==> config.mk <==
export PLATFORM = sky130hd
export DESIGN_NAME = flash_host
export DESIGN_NICKNAME = d
export VERILOG_FILES = /design/src/hdl/flash_host_pkg.sv /design/src/hdl/flash_host.sv
export SDC_FILE = /design/constraint.sdc
export NUM_CORES = 1
export LEC_CHECK = 0
export ABC_AREA = 1
export BUFFER_PORTS_ARGS = -buffer_cell sky130_fd_sc_hd__buf_4
export CELL_PAD_IN_SITES_DETAIL_PLACEMENT = 0
export CELL_PAD_IN_SITES_GLOBAL_PLACEMENT = 1
export CORE_UTILIZATION = 45
export DETAILED_ROUTE_END_ITERATION = 16
export GPL_ROUTABILITY_DRIVEN = 0
export GPL_TIMING_DRIVEN = 0
export PLACE_DENSITY = 0.85
export RECOVER_POWER = 25
export SLEW_MARGIN = 40
export SYNTH_ARGS = -nofsm -noshare
export SYNTH_HDL_FRONTEND = slang
export SYNTH_SLANG_ARGS = --single-unit
==> constraint.sdc <==
create_clock -name sys_clk -period 13.8 [get_ports sys_clk]
set_input_delay 1.38 -clock sys_clk [delete_from_list [all_inputs] [get_ports sys_clk]]
set_output_delay 1.38 -clock sys_clk [all_outputs]
set_load 0.005 [all_outputs]
==> src/hdl/flash_host_pkg.sv <==
package flash_host_pkg;
  // ----------------------------------------------------------------
  // Clock and link timing
  // ----------------------------------------------------------------
  localparam int CLK_MHZ = 250;
  localparam int T_WP_NS = 10;
  localparam int T_WH_NS = 7;
  localparam int T_REA_NS = 16;
  localparam int T_WB_NS = 100;
  localparam logic [7:0] SETUP_CYC = 8'h01;
  localparam logic [7:0] WP_CYC = 8'((T_WP_NS * CLK_MHZ + 999) / 1000);
  localparam logic [7:0] REA_CYC = 8'((T_REA_NS * CLK_MHZ + 999) / 1000);
  localparam logic [7:0] LOW_CYC = (REA_CYC > WP_CYC) ? REA_CYC : WP_CYC;
  localparam logic [7:0] HIGH_CYC = 8'((T_WH_NS * CLK_MHZ + 999) / 1000);
  localparam logic [7:0] WB_CYC = 8'((T_WB_NS * CLK_MHZ + 999) / 1000);
  // Busy limits, microseconds and cycles
  localparam int T_FEAT_US = 1;
  localparam int T_RST_US = 5;
  localparam int T_OTP_US = 800;
  localparam int T_PROG_US = 600;
  localparam int T_BERS_US = 10000;
  localparam int T_R_US = 350;
  localparam logic [23:0] FEAT_CYC = 24'(T_FEAT_US * CLK_MHZ);
  localparam logic [23:0] RST_CYC = 24'(T_RST_US * CLK_MHZ);
  localparam int OTP_CYC = T_OTP_US * CLK_MHZ;
  localparam int PROG_CYC = T_PROG_US * CLK_MHZ;
  localparam int BERS_CYC = T_BERS_US * CLK_MHZ;
  localparam int READ_CYC = T_R_US * CLK_MHZ;
  // ----------------------------------------------------------------
  // Page geometry and program limits
  // ----------------------------------------------------------------
  localparam int PP_MAX = 4;
  localparam int SMALL_MIN = 4;
  localparam int ADDR_BITS = 27;
  localparam int COL_BYTES = 2;
  localparam int MAIN_BYTES = 4096;
  localparam int SEG_BYTES = 1024;
  localparam int SPARE_SEG_BYTES = 64;
  // ----------------------------------------------------------------
  // Command bytes
  // ----------------------------------------------------------------
  localparam logic [7:0] CMD_READ = 8'h00;
  localparam logic [7:0] CMD_READ_GO = 8'h30;
  localparam logic [7:0] CMD_COPY_READ_GO = 8'h35;
  localparam logic [7:0] CMD_PROG = 8'h80;
  localparam logic [7:0] CMD_COL_IN = 8'h85;
  localparam logic [7:0] CMD_PROG_GO = 8'h10;
  localparam logic [7:0] CMD_ERASE = 8'h60;
  localparam logic [7:0] CMD_ERASE_GO = 8'hD0;
  localparam logic [7:0] CMD_STATUS = 8'h70;
  localparam logic [7:0] CMD_SET_FEAT = 8'hEF;
  localparam logic [7:0] CMD_GET_FEAT = 8'hEE;
  localparam logic [7:0] CMD_RESET = 8'hFF;
  // ----------------------------------------------------------------
  // Software register map and fields
  // ----------------------------------------------------------------
  localparam logic [7:0] REG_CMD = 8'h00;
  localparam logic [7:0] REG_ADDR = 8'h04;
  localparam logic [7:0] REG_DATA = 8'h08;
  localparam logic [7:0] REG_RDREQ = 8'h0C;
  localparam logic [7:0] REG_CTRL = 8'h10;
  localparam logic [7:0] REG_STATUS = 8'h14;
  localparam int CTRL_WP = 0;
  localparam int CTRL_OTP = 1;
  localparam int CTRL_CE = 2;
  localparam logic [2:0] CTRL_RESET = 3'h4;
  localparam int ERR_LSB = 8;
  localparam int NUM_ERR = 8;
  localparam int ERR_NOT_RESET = 0;
  localparam int ERR_WP = 1;
  localparam int ERR_PP = 2;
  localparam int ERR_SIZE = 3;
  localparam int ERR_ALIGN = 4;
  localparam int ERR_PAIR = 5;
  localparam int ERR_PARITY = 6;
  localparam int ERR_TIMEOUT = 7;

  typedef enum logic [1:0] {OP_CMD, OP_ADDR, OP_DIN, OP_DOUT} op_kind_t;
  typedef struct packed {
    op_kind_t kind;
    logic [7:0] data;
  } op_t;
  typedef struct packed {
    logic ce_n;
    logic cle;
    logic ale;
    logic we_n;
    logic re_n;
    logic wp_n;
  } pins_t;
endpackage

==> src/hdl/flash_host.sv <==
`timescale 1ns/1ps
// Notes on behaviour
// RULE_01: At most four partial programs per page.
// RULE_02: Feature operations finish within one microsecond.
// RULE_03: OTP protect feature busy up to 800us.
// RULE_04: Protected or OTP program busy up to 800us.
// RULE_05: Copy-back pages share odd/even parity.
// RULE_06: Command latched with command latch high.
// RULE_07: Write-lock high for program and erase phases.
// RULE_08: Address latched with address latch high.
// RULE_09: Data latched with both latches low.
// RULE_10: Issue read command after status-polled read.
// RULE_11: Same for secondary identification reads.
// RULE_12: Spare area split in four regions.
// RULE_13: Main and spare randomized differently.
// RULE_14: Load main, jump to spare, jump back.
// RULE_15: Each main segment pairs only its spare.
// RULE_16: Main and spare in same partial program.
// RULE_17: Read back main first, then spare.
// RULE_18: Small loads carry at least four bytes.
// RULE_19: Small loads start on four-byte column.
// RULE_20: First command after power-on is reset.
// RULE_21: Reset while ready busy at most 5us.
// RULE_22: Ready line low during every busy operation.
module flash_host
  import flash_host_pkg::*;
#(
  parameter int PROG_TO_CYC = PROG_CYC,
  parameter int OTP_TO_CYC = OTP_CYC,
  parameter int ERASE_TO_CYC = BERS_CYC,
  parameter int READ_TO_CYC = READ_CYC
) (
  // Clock and reset
  input wire logic sys_clk,
  input wire logic rst,
  // Software register port
  input wire logic [7:0] addr,
  input wire logic [31:0] wdata,
  input wire logic wr,
  input wire logic rd,
  output logic [31:0] rdata,
  // Flash pins
  output pins_t pins,
  output logic [7:0] io_out,
  output logic io_oe,
  input wire logic [7:0] io_in,
  input wire logic rb_n
);
  // ----------------------------------------------------------------
  // Decoding helpers
  // ----------------------------------------------------------------
  function automatic logic is_busy_cmd(input logic [7:0] c);
    return c == CMD_READ_GO || c == CMD_COPY_READ_GO || c == CMD_PROG_GO || c == CMD_ERASE_GO
      || c == CMD_RESET || c == CMD_SET_FEAT || c == CMD_GET_FEAT;
  endfunction

  function automatic logic is_modify_cmd(input logic [7:0] c);
    return c == CMD_PROG || c == CMD_COL_IN || c == CMD_PROG_GO || c == CMD_ERASE || c == CMD_ERASE_GO;
  endfunction

  // Spare flag and segment number of a column; spare regions follow the main area
  function automatic logic [2:0] seg_of(input logic [15:0] c);
    if (int'(c) >= MAIN_BYTES) begin
      return {1'b1, 2'((int'(c) - MAIN_BYTES) / SPARE_SEG_BYTES)}; // RULE_12
    end
    return {1'b0, 2'(int'(c) / SEG_BYTES)};
  endfunction

  typedef enum {S_IDLE, S_HOLD, S_SETUP, S_LOW, S_HIGH, S_GAP, S_BUSY} state_t;

  // ----------------------------------------------------------------
  // State
  // ----------------------------------------------------------------
  state_t state_reg;
  op_t op_reg;
  logic pend_dout_reg;
  logic [7:0] ph_reg;
  logic [23:0] to_reg;
  logic [2:0] ctrl_reg;
  logic [NUM_ERR-1:0] err_reg;
  logic reset_done_reg;
  logic [7:0] cur_cmd_reg;
  logic [1:0] addr_idx_reg;
  logic [15:0] col_reg;
  logic [15:0] row_reg;
  logic [15:0] pp_row_reg;
  logic [2:0] pp_cnt_reg;
  logic [12:0] load_cnt_reg;
  logic [1:0] main_seg_reg;
  logic main_seen_reg;
  logic spare_seen_reg;
  logic cb_mode_reg;
  logic src_par_reg;
  logic read_pend_reg;
  logic last_status_reg;
  logic [7:0] dout_reg;
  pins_t pins_next;
  logic [7:0] io_next;
  logic oe_next;

  // ----------------------------------------------------------------
  // Request decode and refusal
  // ----------------------------------------------------------------
  wire seq_busy = state_reg != S_IDLE;
  wire sw_cmd = wr && addr == REG_CMD;
  wire sw_addr = wr && addr == REG_ADDR;
  wire sw_din = wr && addr == REG_DATA;
  wire sw_dout = wr && addr == REG_RDREQ;
  wire [7:0] wbyte = wdata[7:0];
  wire need_auto = sw_dout && read_pend_reg && last_status_reg; // RULE_10 RULE_11
  wire same_page = row_reg == pp_row_reg;
  wire ref_reset = sw_cmd && !reset_done_reg && wbyte != CMD_RESET; // RULE_20
  wire ref_wp = (sw_cmd || sw_addr || sw_din) && !ctrl_reg[CTRL_WP]
    && (is_modify_cmd(sw_cmd ? wbyte : cur_cmd_reg)); // RULE_07
  wire ref_pp = sw_cmd && wbyte == CMD_PROG_GO && same_page
    && int'(pp_cnt_reg) >= PP_MAX; // RULE_01
  wire ref_size = sw_cmd && wbyte == CMD_PROG_GO && int'(load_cnt_reg) < SMALL_MIN; // RULE_18
  wire refuse = ref_reset || ref_wp || ref_pp || ref_size;
  wire req = sw_cmd || sw_addr || sw_din || sw_dout;
  wire accept = req && !seq_busy && !refuse;
  wire acc_cmd = accept && sw_cmd;
  wire acc_addr = accept && sw_addr;
  wire acc_din = accept && sw_din;
  wire [2:0] col_seg = seg_of({wbyte, col_reg[7:0]});
  wire col_done = acc_addr && addr_idx_reg == 2'(COL_BYTES - 1);
  wire in_prog = cur_cmd_reg == CMD_PROG || cur_cmd_reg == CMD_COL_IN;
  wire spare_jump = col_done && in_prog && col_seg[2];
  wire bad_pair_jump = spare_jump && col_seg[1:0] != main_seg_reg; // RULE_15 RULE_17
  wire bad_align = col_done && in_prog && col_reg[1:0] != 2'h0; // RULE_19
  wire prog_go = acc_cmd && wbyte == CMD_PROG_GO;
  wire bad_unpaired = prog_go && !(main_seen_reg && spare_seen_reg); // RULE_16
  wire bad_parity = prog_go && cb_mode_reg && src_par_reg != row_reg[0]; // RULE_05
  wire seg_spare = seg_of(col_reg) >= 3'h4;
  wire timeout = state_reg == S_BUSY && !rb_n && to_reg == 24'h0;

  // Longest busy time for the command in flight; OTP work stretches both
  // program and set-feature busy time, so software marks it in control
  wire otp = ctrl_reg[CTRL_OTP];
  wire [7:0] oc = op_reg.data;
  wire [23:0] busy_limit =
    (oc == CMD_RESET) ? RST_CYC : // RULE_21
    (oc == CMD_SET_FEAT && otp) ? 24'(OTP_TO_CYC) : // RULE_03
    (oc == CMD_SET_FEAT || oc == CMD_GET_FEAT) ? FEAT_CYC : // RULE_02
    (oc == CMD_PROG_GO && otp) ? 24'(OTP_TO_CYC) : // RULE_04
    (oc == CMD_PROG_GO) ? 24'(PROG_TO_CYC) :
    (oc == CMD_ERASE_GO) ? 24'(ERASE_TO_CYC) : 24'(READ_TO_CYC);

  wire [NUM_ERR-1:0] err_set = {timeout, bad_parity, bad_pair_jump || bad_unpaired, bad_align,
    ref_size && !seq_busy, ref_pp && !seq_busy, ref_wp && !seq_busy, ref_reset && !seq_busy};
  wire [NUM_ERR-1:0] err_clr = (wr && addr == REG_STATUS) ? wdata[ERR_LSB +: NUM_ERR] : '0;

  wire [31:0] status_word = {16'h0, err_reg, 1'b0, pp_cnt_reg, read_pend_reg, reset_done_reg,
    rb_n, seq_busy};
  wire [31:0] rd_mux =
    (addr == REG_DATA) ? {24'h0, dout_reg} :
    (addr == REG_CTRL) ? {29'h0, ctrl_reg} :
    (addr == REG_STATUS) ? status_word : 32'h0;

  // ----------------------------------------------------------------
  // Pin drive, decoded from the sequencer state; chip enable and write-lock come from control
  // ----------------------------------------------------------------
  wire active = state_reg == S_SETUP || state_reg == S_LOW || state_reg == S_HIGH;
  wire strobe = state_reg == S_LOW;
  wire is_out = op_reg.kind == OP_DOUT;
  always_comb begin
    pins_next.ce_n = !ctrl_reg[CTRL_CE];
    pins_next.cle = active && op_reg.kind == OP_CMD; // RULE_06
    pins_next.ale = active && op_reg.kind == OP_ADDR; // RULE_08
    pins_next.we_n = !(strobe && !is_out); // RULE_06 RULE_08 RULE_09
    pins_next.re_n = !(strobe && is_out);
    pins_next.wp_n = ctrl_reg[CTRL_WP]; // RULE_07
    oe_next = active && !is_out; // RULE_09
    io_next = op_reg.data;
  end

  // ----------------------------------------------------------------
  // Bus cycle sequencer
  // ----------------------------------------------------------------
  wire ph_end = ph_reg == 8'h0;
  always_ff @(posedge sys_clk or posedge rst) begin
    if (rst) begin
      state_reg <= S_IDLE;
      op_reg <= '{OP_CMD, 8'h00};
      pend_dout_reg <= 1'b0;
      ph_reg <= 8'h0;
      to_reg <= 24'h0;
      dout_reg <= 8'h0;
      reset_done_reg <= 1'b0;
    end else begin
      ph_reg <= ph_end ? 8'h0 : ph_reg - 8'h1;
      case (state_reg)
        S_IDLE: begin
          if (accept) begin
            op_reg <= need_auto ? '{OP_CMD, CMD_READ} :
              '{sw_cmd ? OP_CMD : sw_addr ? OP_ADDR : sw_din ? OP_DIN : OP_DOUT, wbyte};
            pend_dout_reg <= need_auto;
            ph_reg <= SETUP_CYC;
            // Power-on reset goes out only once the ready line is high
            state_reg <= (sw_cmd && !reset_done_reg) ? S_HOLD : S_SETUP; // RULE_20
          end
        end
        S_HOLD: begin
          ph_reg <= SETUP_CYC;
          if (rb_n) begin
            state_reg <= S_SETUP;
          end
        end
        S_SETUP: begin
          if (ph_end) begin
            ph_reg <= LOW_CYC;
            state_reg <= S_LOW;
          end
        end
        S_LOW: begin
          if (ph_end) begin
            if (is_out) begin
              dout_reg <= io_in;
            end
            ph_reg <= HIGH_CYC;
            state_reg <= S_HIGH;
          end
        end
        S_HIGH: begin
          if (ph_end) begin
            ph_reg <= WB_CYC;
            state_reg <= (op_reg.kind == OP_CMD || op_reg.kind == OP_ADDR) ? S_GAP : S_IDLE;
          end
        end
        S_GAP: begin
          // The ready line is not valid until the write-to-busy time is over
          if (ph_end) begin
            to_reg <= busy_limit;
            if (op_reg.kind == OP_CMD && is_busy_cmd(op_reg.data)) begin
              state_reg <= S_BUSY;
            end else if (pend_dout_reg) begin
              pend_dout_reg <= 1'b0;
              op_reg <= '{OP_DOUT, 8'h00};
              ph_reg <= SETUP_CYC;
              state_reg <= S_SETUP;
            end else begin
              state_reg <= S_IDLE;
            end
          end
        end
        S_BUSY: begin
          to_reg <= (to_reg == 24'h0) ? 24'h0 : to_reg - 24'h1;
          if (rb_n || timeout) begin // RULE_22
            if (op_reg.data == CMD_RESET) begin
              reset_done_reg <= 1'b1;
            end
            state_reg <= S_IDLE;
          end
        end
        default: state_reg <= S_IDLE;
      endcase
    end
  end

  // ----------------------------------------------------------------
  // Software view of the operation in progress
  // ----------------------------------------------------------------
  always_ff @(posedge sys_clk or posedge rst) begin
    if (rst) begin
      cur_cmd_reg <= 8'h00;
      addr_idx_reg <= 2'h0;
      col_reg <= 16'h0;
      row_reg <= 16'h0;
      read_pend_reg <= 1'b0;
      last_status_reg <= 1'b0;
      cb_mode_reg <= 1'b0;
      src_par_reg <= 1'b0;
    end else begin
      if (acc_cmd) begin
        cur_cmd_reg <= wbyte;
        addr_idx_reg <= 2'h0;
        last_status_reg <= wbyte == CMD_STATUS;
        if (wbyte == CMD_READ_GO || wbyte == CMD_COPY_READ_GO || wbyte == CMD_GET_FEAT) begin
          read_pend_reg <= 1'b1;
        end else if (wbyte != CMD_STATUS) begin
          read_pend_reg <= 1'b0;
        end
        if (wbyte == CMD_COPY_READ_GO) begin
          cb_mode_reg <= 1'b1;
          src_par_reg <= row_reg[0]; // RULE_05
        end else if (wbyte == CMD_PROG || wbyte == CMD_ERASE || wbyte == CMD_RESET) begin
          cb_mode_reg <= 1'b0;
        end
      end
      if (need_auto && accept) begin
        last_status_reg <= 1'b0;
      end
      if (acc_addr) begin
        addr_idx_reg <= addr_idx_reg + 2'h1;
        case (addr_idx_reg)
          2'h0: col_reg[7:0] <= wbyte;
          2'h1: col_reg[15:8] <= wbyte;
          2'h2: row_reg[7:0] <= wbyte;
          default: row_reg[15:8] <= wbyte;
        endcase
      end else if (acc_din) begin
        col_reg <= col_reg + 16'h1;
      end
    end
  end

  // ----------------------------------------------------------------
  // Partial program bookkeeping
  // ----------------------------------------------------------------
  always_ff @(posedge sys_clk or posedge rst) begin
    if (rst) begin
      pp_row_reg <= 16'h0;
      pp_cnt_reg <= 3'h0;
      load_cnt_reg <= 13'h0;
      main_seg_reg <= 2'h0;
      main_seen_reg <= 1'b0;
      spare_seen_reg <= 1'b0;
    end else begin
      if (col_done && in_prog) begin
        load_cnt_reg <= 13'h0; // RULE_18
        if (!col_seg[2]) begin
          main_seg_reg <= col_seg[1:0]; // RULE_14
        end
      end else if (acc_din && load_cnt_reg != '1) begin
        load_cnt_reg <= load_cnt_reg + 13'h1;
      end
      if (acc_din) begin
        // Main and spare of a segment are scrambled apart, so both must land together
        if (seg_spare) begin
          spare_seen_reg <= 1'b1; // RULE_13 RULE_16
        end else begin
          main_seen_reg <= 1'b1;
        end
      end
      if (acc_cmd && wbyte == CMD_PROG) begin
        main_seen_reg <= 1'b0;
        spare_seen_reg <= 1'b0;
        load_cnt_reg <= 13'h0;
      end
      if (prog_go) begin
        pp_row_reg <= row_reg;
        pp_cnt_reg <= same_page ? pp_cnt_reg + 3'h1 : 3'h1; // RULE_01
      end
    end
  end

  // ----------------------------------------------------------------
  // Control, errors and outputs
  // ----------------------------------------------------------------
  always_ff @(posedge sys_clk or posedge rst) begin
    if (rst) begin
      ctrl_reg <= CTRL_RESET;
      err_reg <= '0;
      rdata <= 32'h0;
      pins <= '{1'b1, 1'b0, 1'b0, 1'b1, 1'b1, 1'b0};
      io_out <= 8'h00;
      io_oe <= 1'b0;
    end else begin
      if (wr && addr == REG_CTRL) begin
        ctrl_reg <= wdata[2:0];
      end
      // A new error in the same cycle as its clear stays set
      err_reg <= (err_reg & ~err_clr) | err_set;
      rdata <= rd ? rd_mux : 32'h0;
      pins <= pins_next;
      io_out <= io_next;
      io_oe <= oe_next;
    end
  end
endmodule

==> flow_summary.ini <==
[die]
pin_count = 100
die_w_um = 151
die_area_mm2 = 0.0229
start_util = 0.459
die_h_um = 151
core_area_mm2 = 0.0219
fp-row-count = 54

[critical_path]
reg2reg_to = load_cnt_reg[12]
end_kind = async pin
critical_path_arrival_ns = 5.69
critPathLaunchType = primary input
worstPathMaxFanout = 75
required_ns = 13.62
worstReg2RegStart = state_reg[1]
r2r_cells = 12
path_class = in -> async
r2r_setup_slack_ns = 10.85
crit_start = rst

[global_routing]
grt_max_degree = 76
antenna_found_initial = 0
grtUsageTotal = 0.227
grt_pass1_vias = 8174
gr-total-overflow = 0
grt_pass1_wl_mm = 40.5

[worst_hold_path]
min-delay-start = io_next[7]
whs_endpoint = io_out[7]
hold_depth = 0
hp-class = reg -> reg

[yosys]
ys.flop_type = dfrtp_1
synthXorXnorAreaFrac = 0.0357
yosys_warnings = 0
yosys.area_share.simple = 0.297
ys_top_cells_by_area = dfrtp_1, nand2_1, inv_1, nor2_1, nand3_1
synth_edf_count = 0
synth_top_family_by_area = simple AND/OR/NAND/NOR gates
synth_cell_types = 58
synth_compound_area_frac = 0.101
ys_seq_elements = 179
ys_async_sr_fraction = 1.00
synth_fa_ha_area_frac = 0.0149
syn_area_mm2 = 0.0100
synth_area_leader_cell = dfrtp_1
synthCells = 1272
synth_top_area_frac = 0.436
muxShareOfSynthArea = 0.00784
ys_seq_area_frac = 0.446
synth_area_per_cell_um2 = 7.90

[cells_and_area]
layout_commonest_cell = nand2_1
final_cell_mix = nand2_1, dfrtp_1, inv_1
stdcell_count = 1666
largest_reg_flops = 24
nets = 1438
drive_above_1_share = 0.159
multi_input_area_mm2 = 0.00465
fill_cells = 2100
regArea_mm2 = 0.00448
n_antenna_cell = 0
area_growth_pct = 16.4

[route]
drc_errors = 0
drt-wirelength-per-cell_um = 14.6
drt_iter0_markers = 353
antenna_left = 0
vias = 8489
drt-vias-per-instance = 5.10
drt_first_pass_iters = 5
wl_mm = 24.3

[placed_design]
port_buffers = 65
place_inst = 1634
dp_hpwl_mm = 18.1

[sta]
maxSlewHeadroom = -1.15
rsz0062_at_grt = false
fin_skew_ns = 0.0102
setup_viol = 0
hold_violations = 0
setup_tns_ns = 0
fin_crit_ns = 5.87
tightest_slew_ns = 3.22
timing.fmax_ghz = 0.170
post-route-period-util = 0.426
drv_slew = 133

[cts]
post_cts_resized = 0
clkSinkCount = 179
cts-root-to-sink-buffers = 2
hold_buffers = 0
clk_latency_ns = 0.44
cts_buffers = 17
path_clk_slew_ns = 0.07
cts_tree = yes
cts_setup_buffers = 0
cts_root_buf = clkbuf_16
htree_levels = 4

[job]
drv_cap = 2

[outcome]
status = complete, but fails checks
violations = max-capacitance violations, max-slew violations

[pwr]
total_power_uw = 1630
power_leakage_uw = 0.00597
peakVddDrop_uv = 75.7
power.density_mw_per_mm2 = 140
layout make-up:
type / count / share of cell area
Multi-Input combinational cell: 897 / 0.397
Sequential cell: 179 / 0.383
Inverter: 166 / 0.0536
Timing Repair Buffer: 67 / 0.0444
Clock buffer: 17 / 0.0364
Tap cell: 280 / 0.0299
Buffer: 45 / 0.0298
Clock inverter: 15 / 0.0253
worst max-delay path, stage by stage:
cell	delay (ns)
clkbuf_4	0.11
clkinvlp_2	1.78
clkbuf_1	2.38
worst max-delay path by stage:
stage | cells past startpoint | endpoint | slack [ns]
2_1_floorplan | 1 | addr_idx_reg[0] | 7.57
3_3_place_gp | 2 | load_cnt_reg[5] | 5.35
3_5_place_dp | 14 | load_cnt_reg[12] | 9.86
4_1_cts | 14 | load_cnt_reg[12] | 10.31
5_1_grt | 3 | col_reg[5] | 6.69
6_report | 3 | col_reg[5] | 7.93
synthesized netlist by cell type, drive strengths merged (2+ instances only):
library cell / count
nor3: 31
or2: 7
a32o: 2
inv: 165
xor2: 32
nor2: 152
nand4: 33
clkbuf: 9
ha: 12
a22oi: 5
nand3b: 3
nor4: 10
dfrtp: 175
o21ai: 90
a31oi: 4
o32ai: 2
dfstp: 4
mux2: 7
and2: 2
a21oi: 43
xnor2: 9
buf: 36
o31ai: 3
o211ai: 7
nand3: 89
nand2: 325
stage by stage:
stage | cell area (um^2) | utilization | hold WS, ns | setup WS [ns]
finish | 11700 | 0.535 | 0.450 | 7.93
detailed placement | 11000 | 0.503 | 0.434 | 9.86
floorplan | 10100 | - | 0.395 | 7.57
CTS | 11700 | 0.536 | 0.448 | 10.31
global route | 11700 | 0.535 | 0.481 | 6.69
global placement | 10900 | 0.500 | 0.430 | 5.35
cell families after synthesis:
group / count (synthesis)
and+or+nand+nor: 653
other: 1
adders and majority gates: 12
AOI/OAI and AO/OA: 168
buffers and inverters: 211
xor gates and xnor gates: 41
muxes: 7
DFF: 179
layer usage:
metal  global-route usage  share of wire
met1                0.295           0.46
met2                0.384           0.48
met3               0.0392          0.033
met4               0.0660          0.020
met5                    0              0
power breakdown:
part	total [uW]	switching, uW	internal [uW]
clock	597	218	379
sequential	664	60.6	604
combinational	373	231	142
total	1630	510	1120
Note: power is estimated with default switching activity, not from simulation.
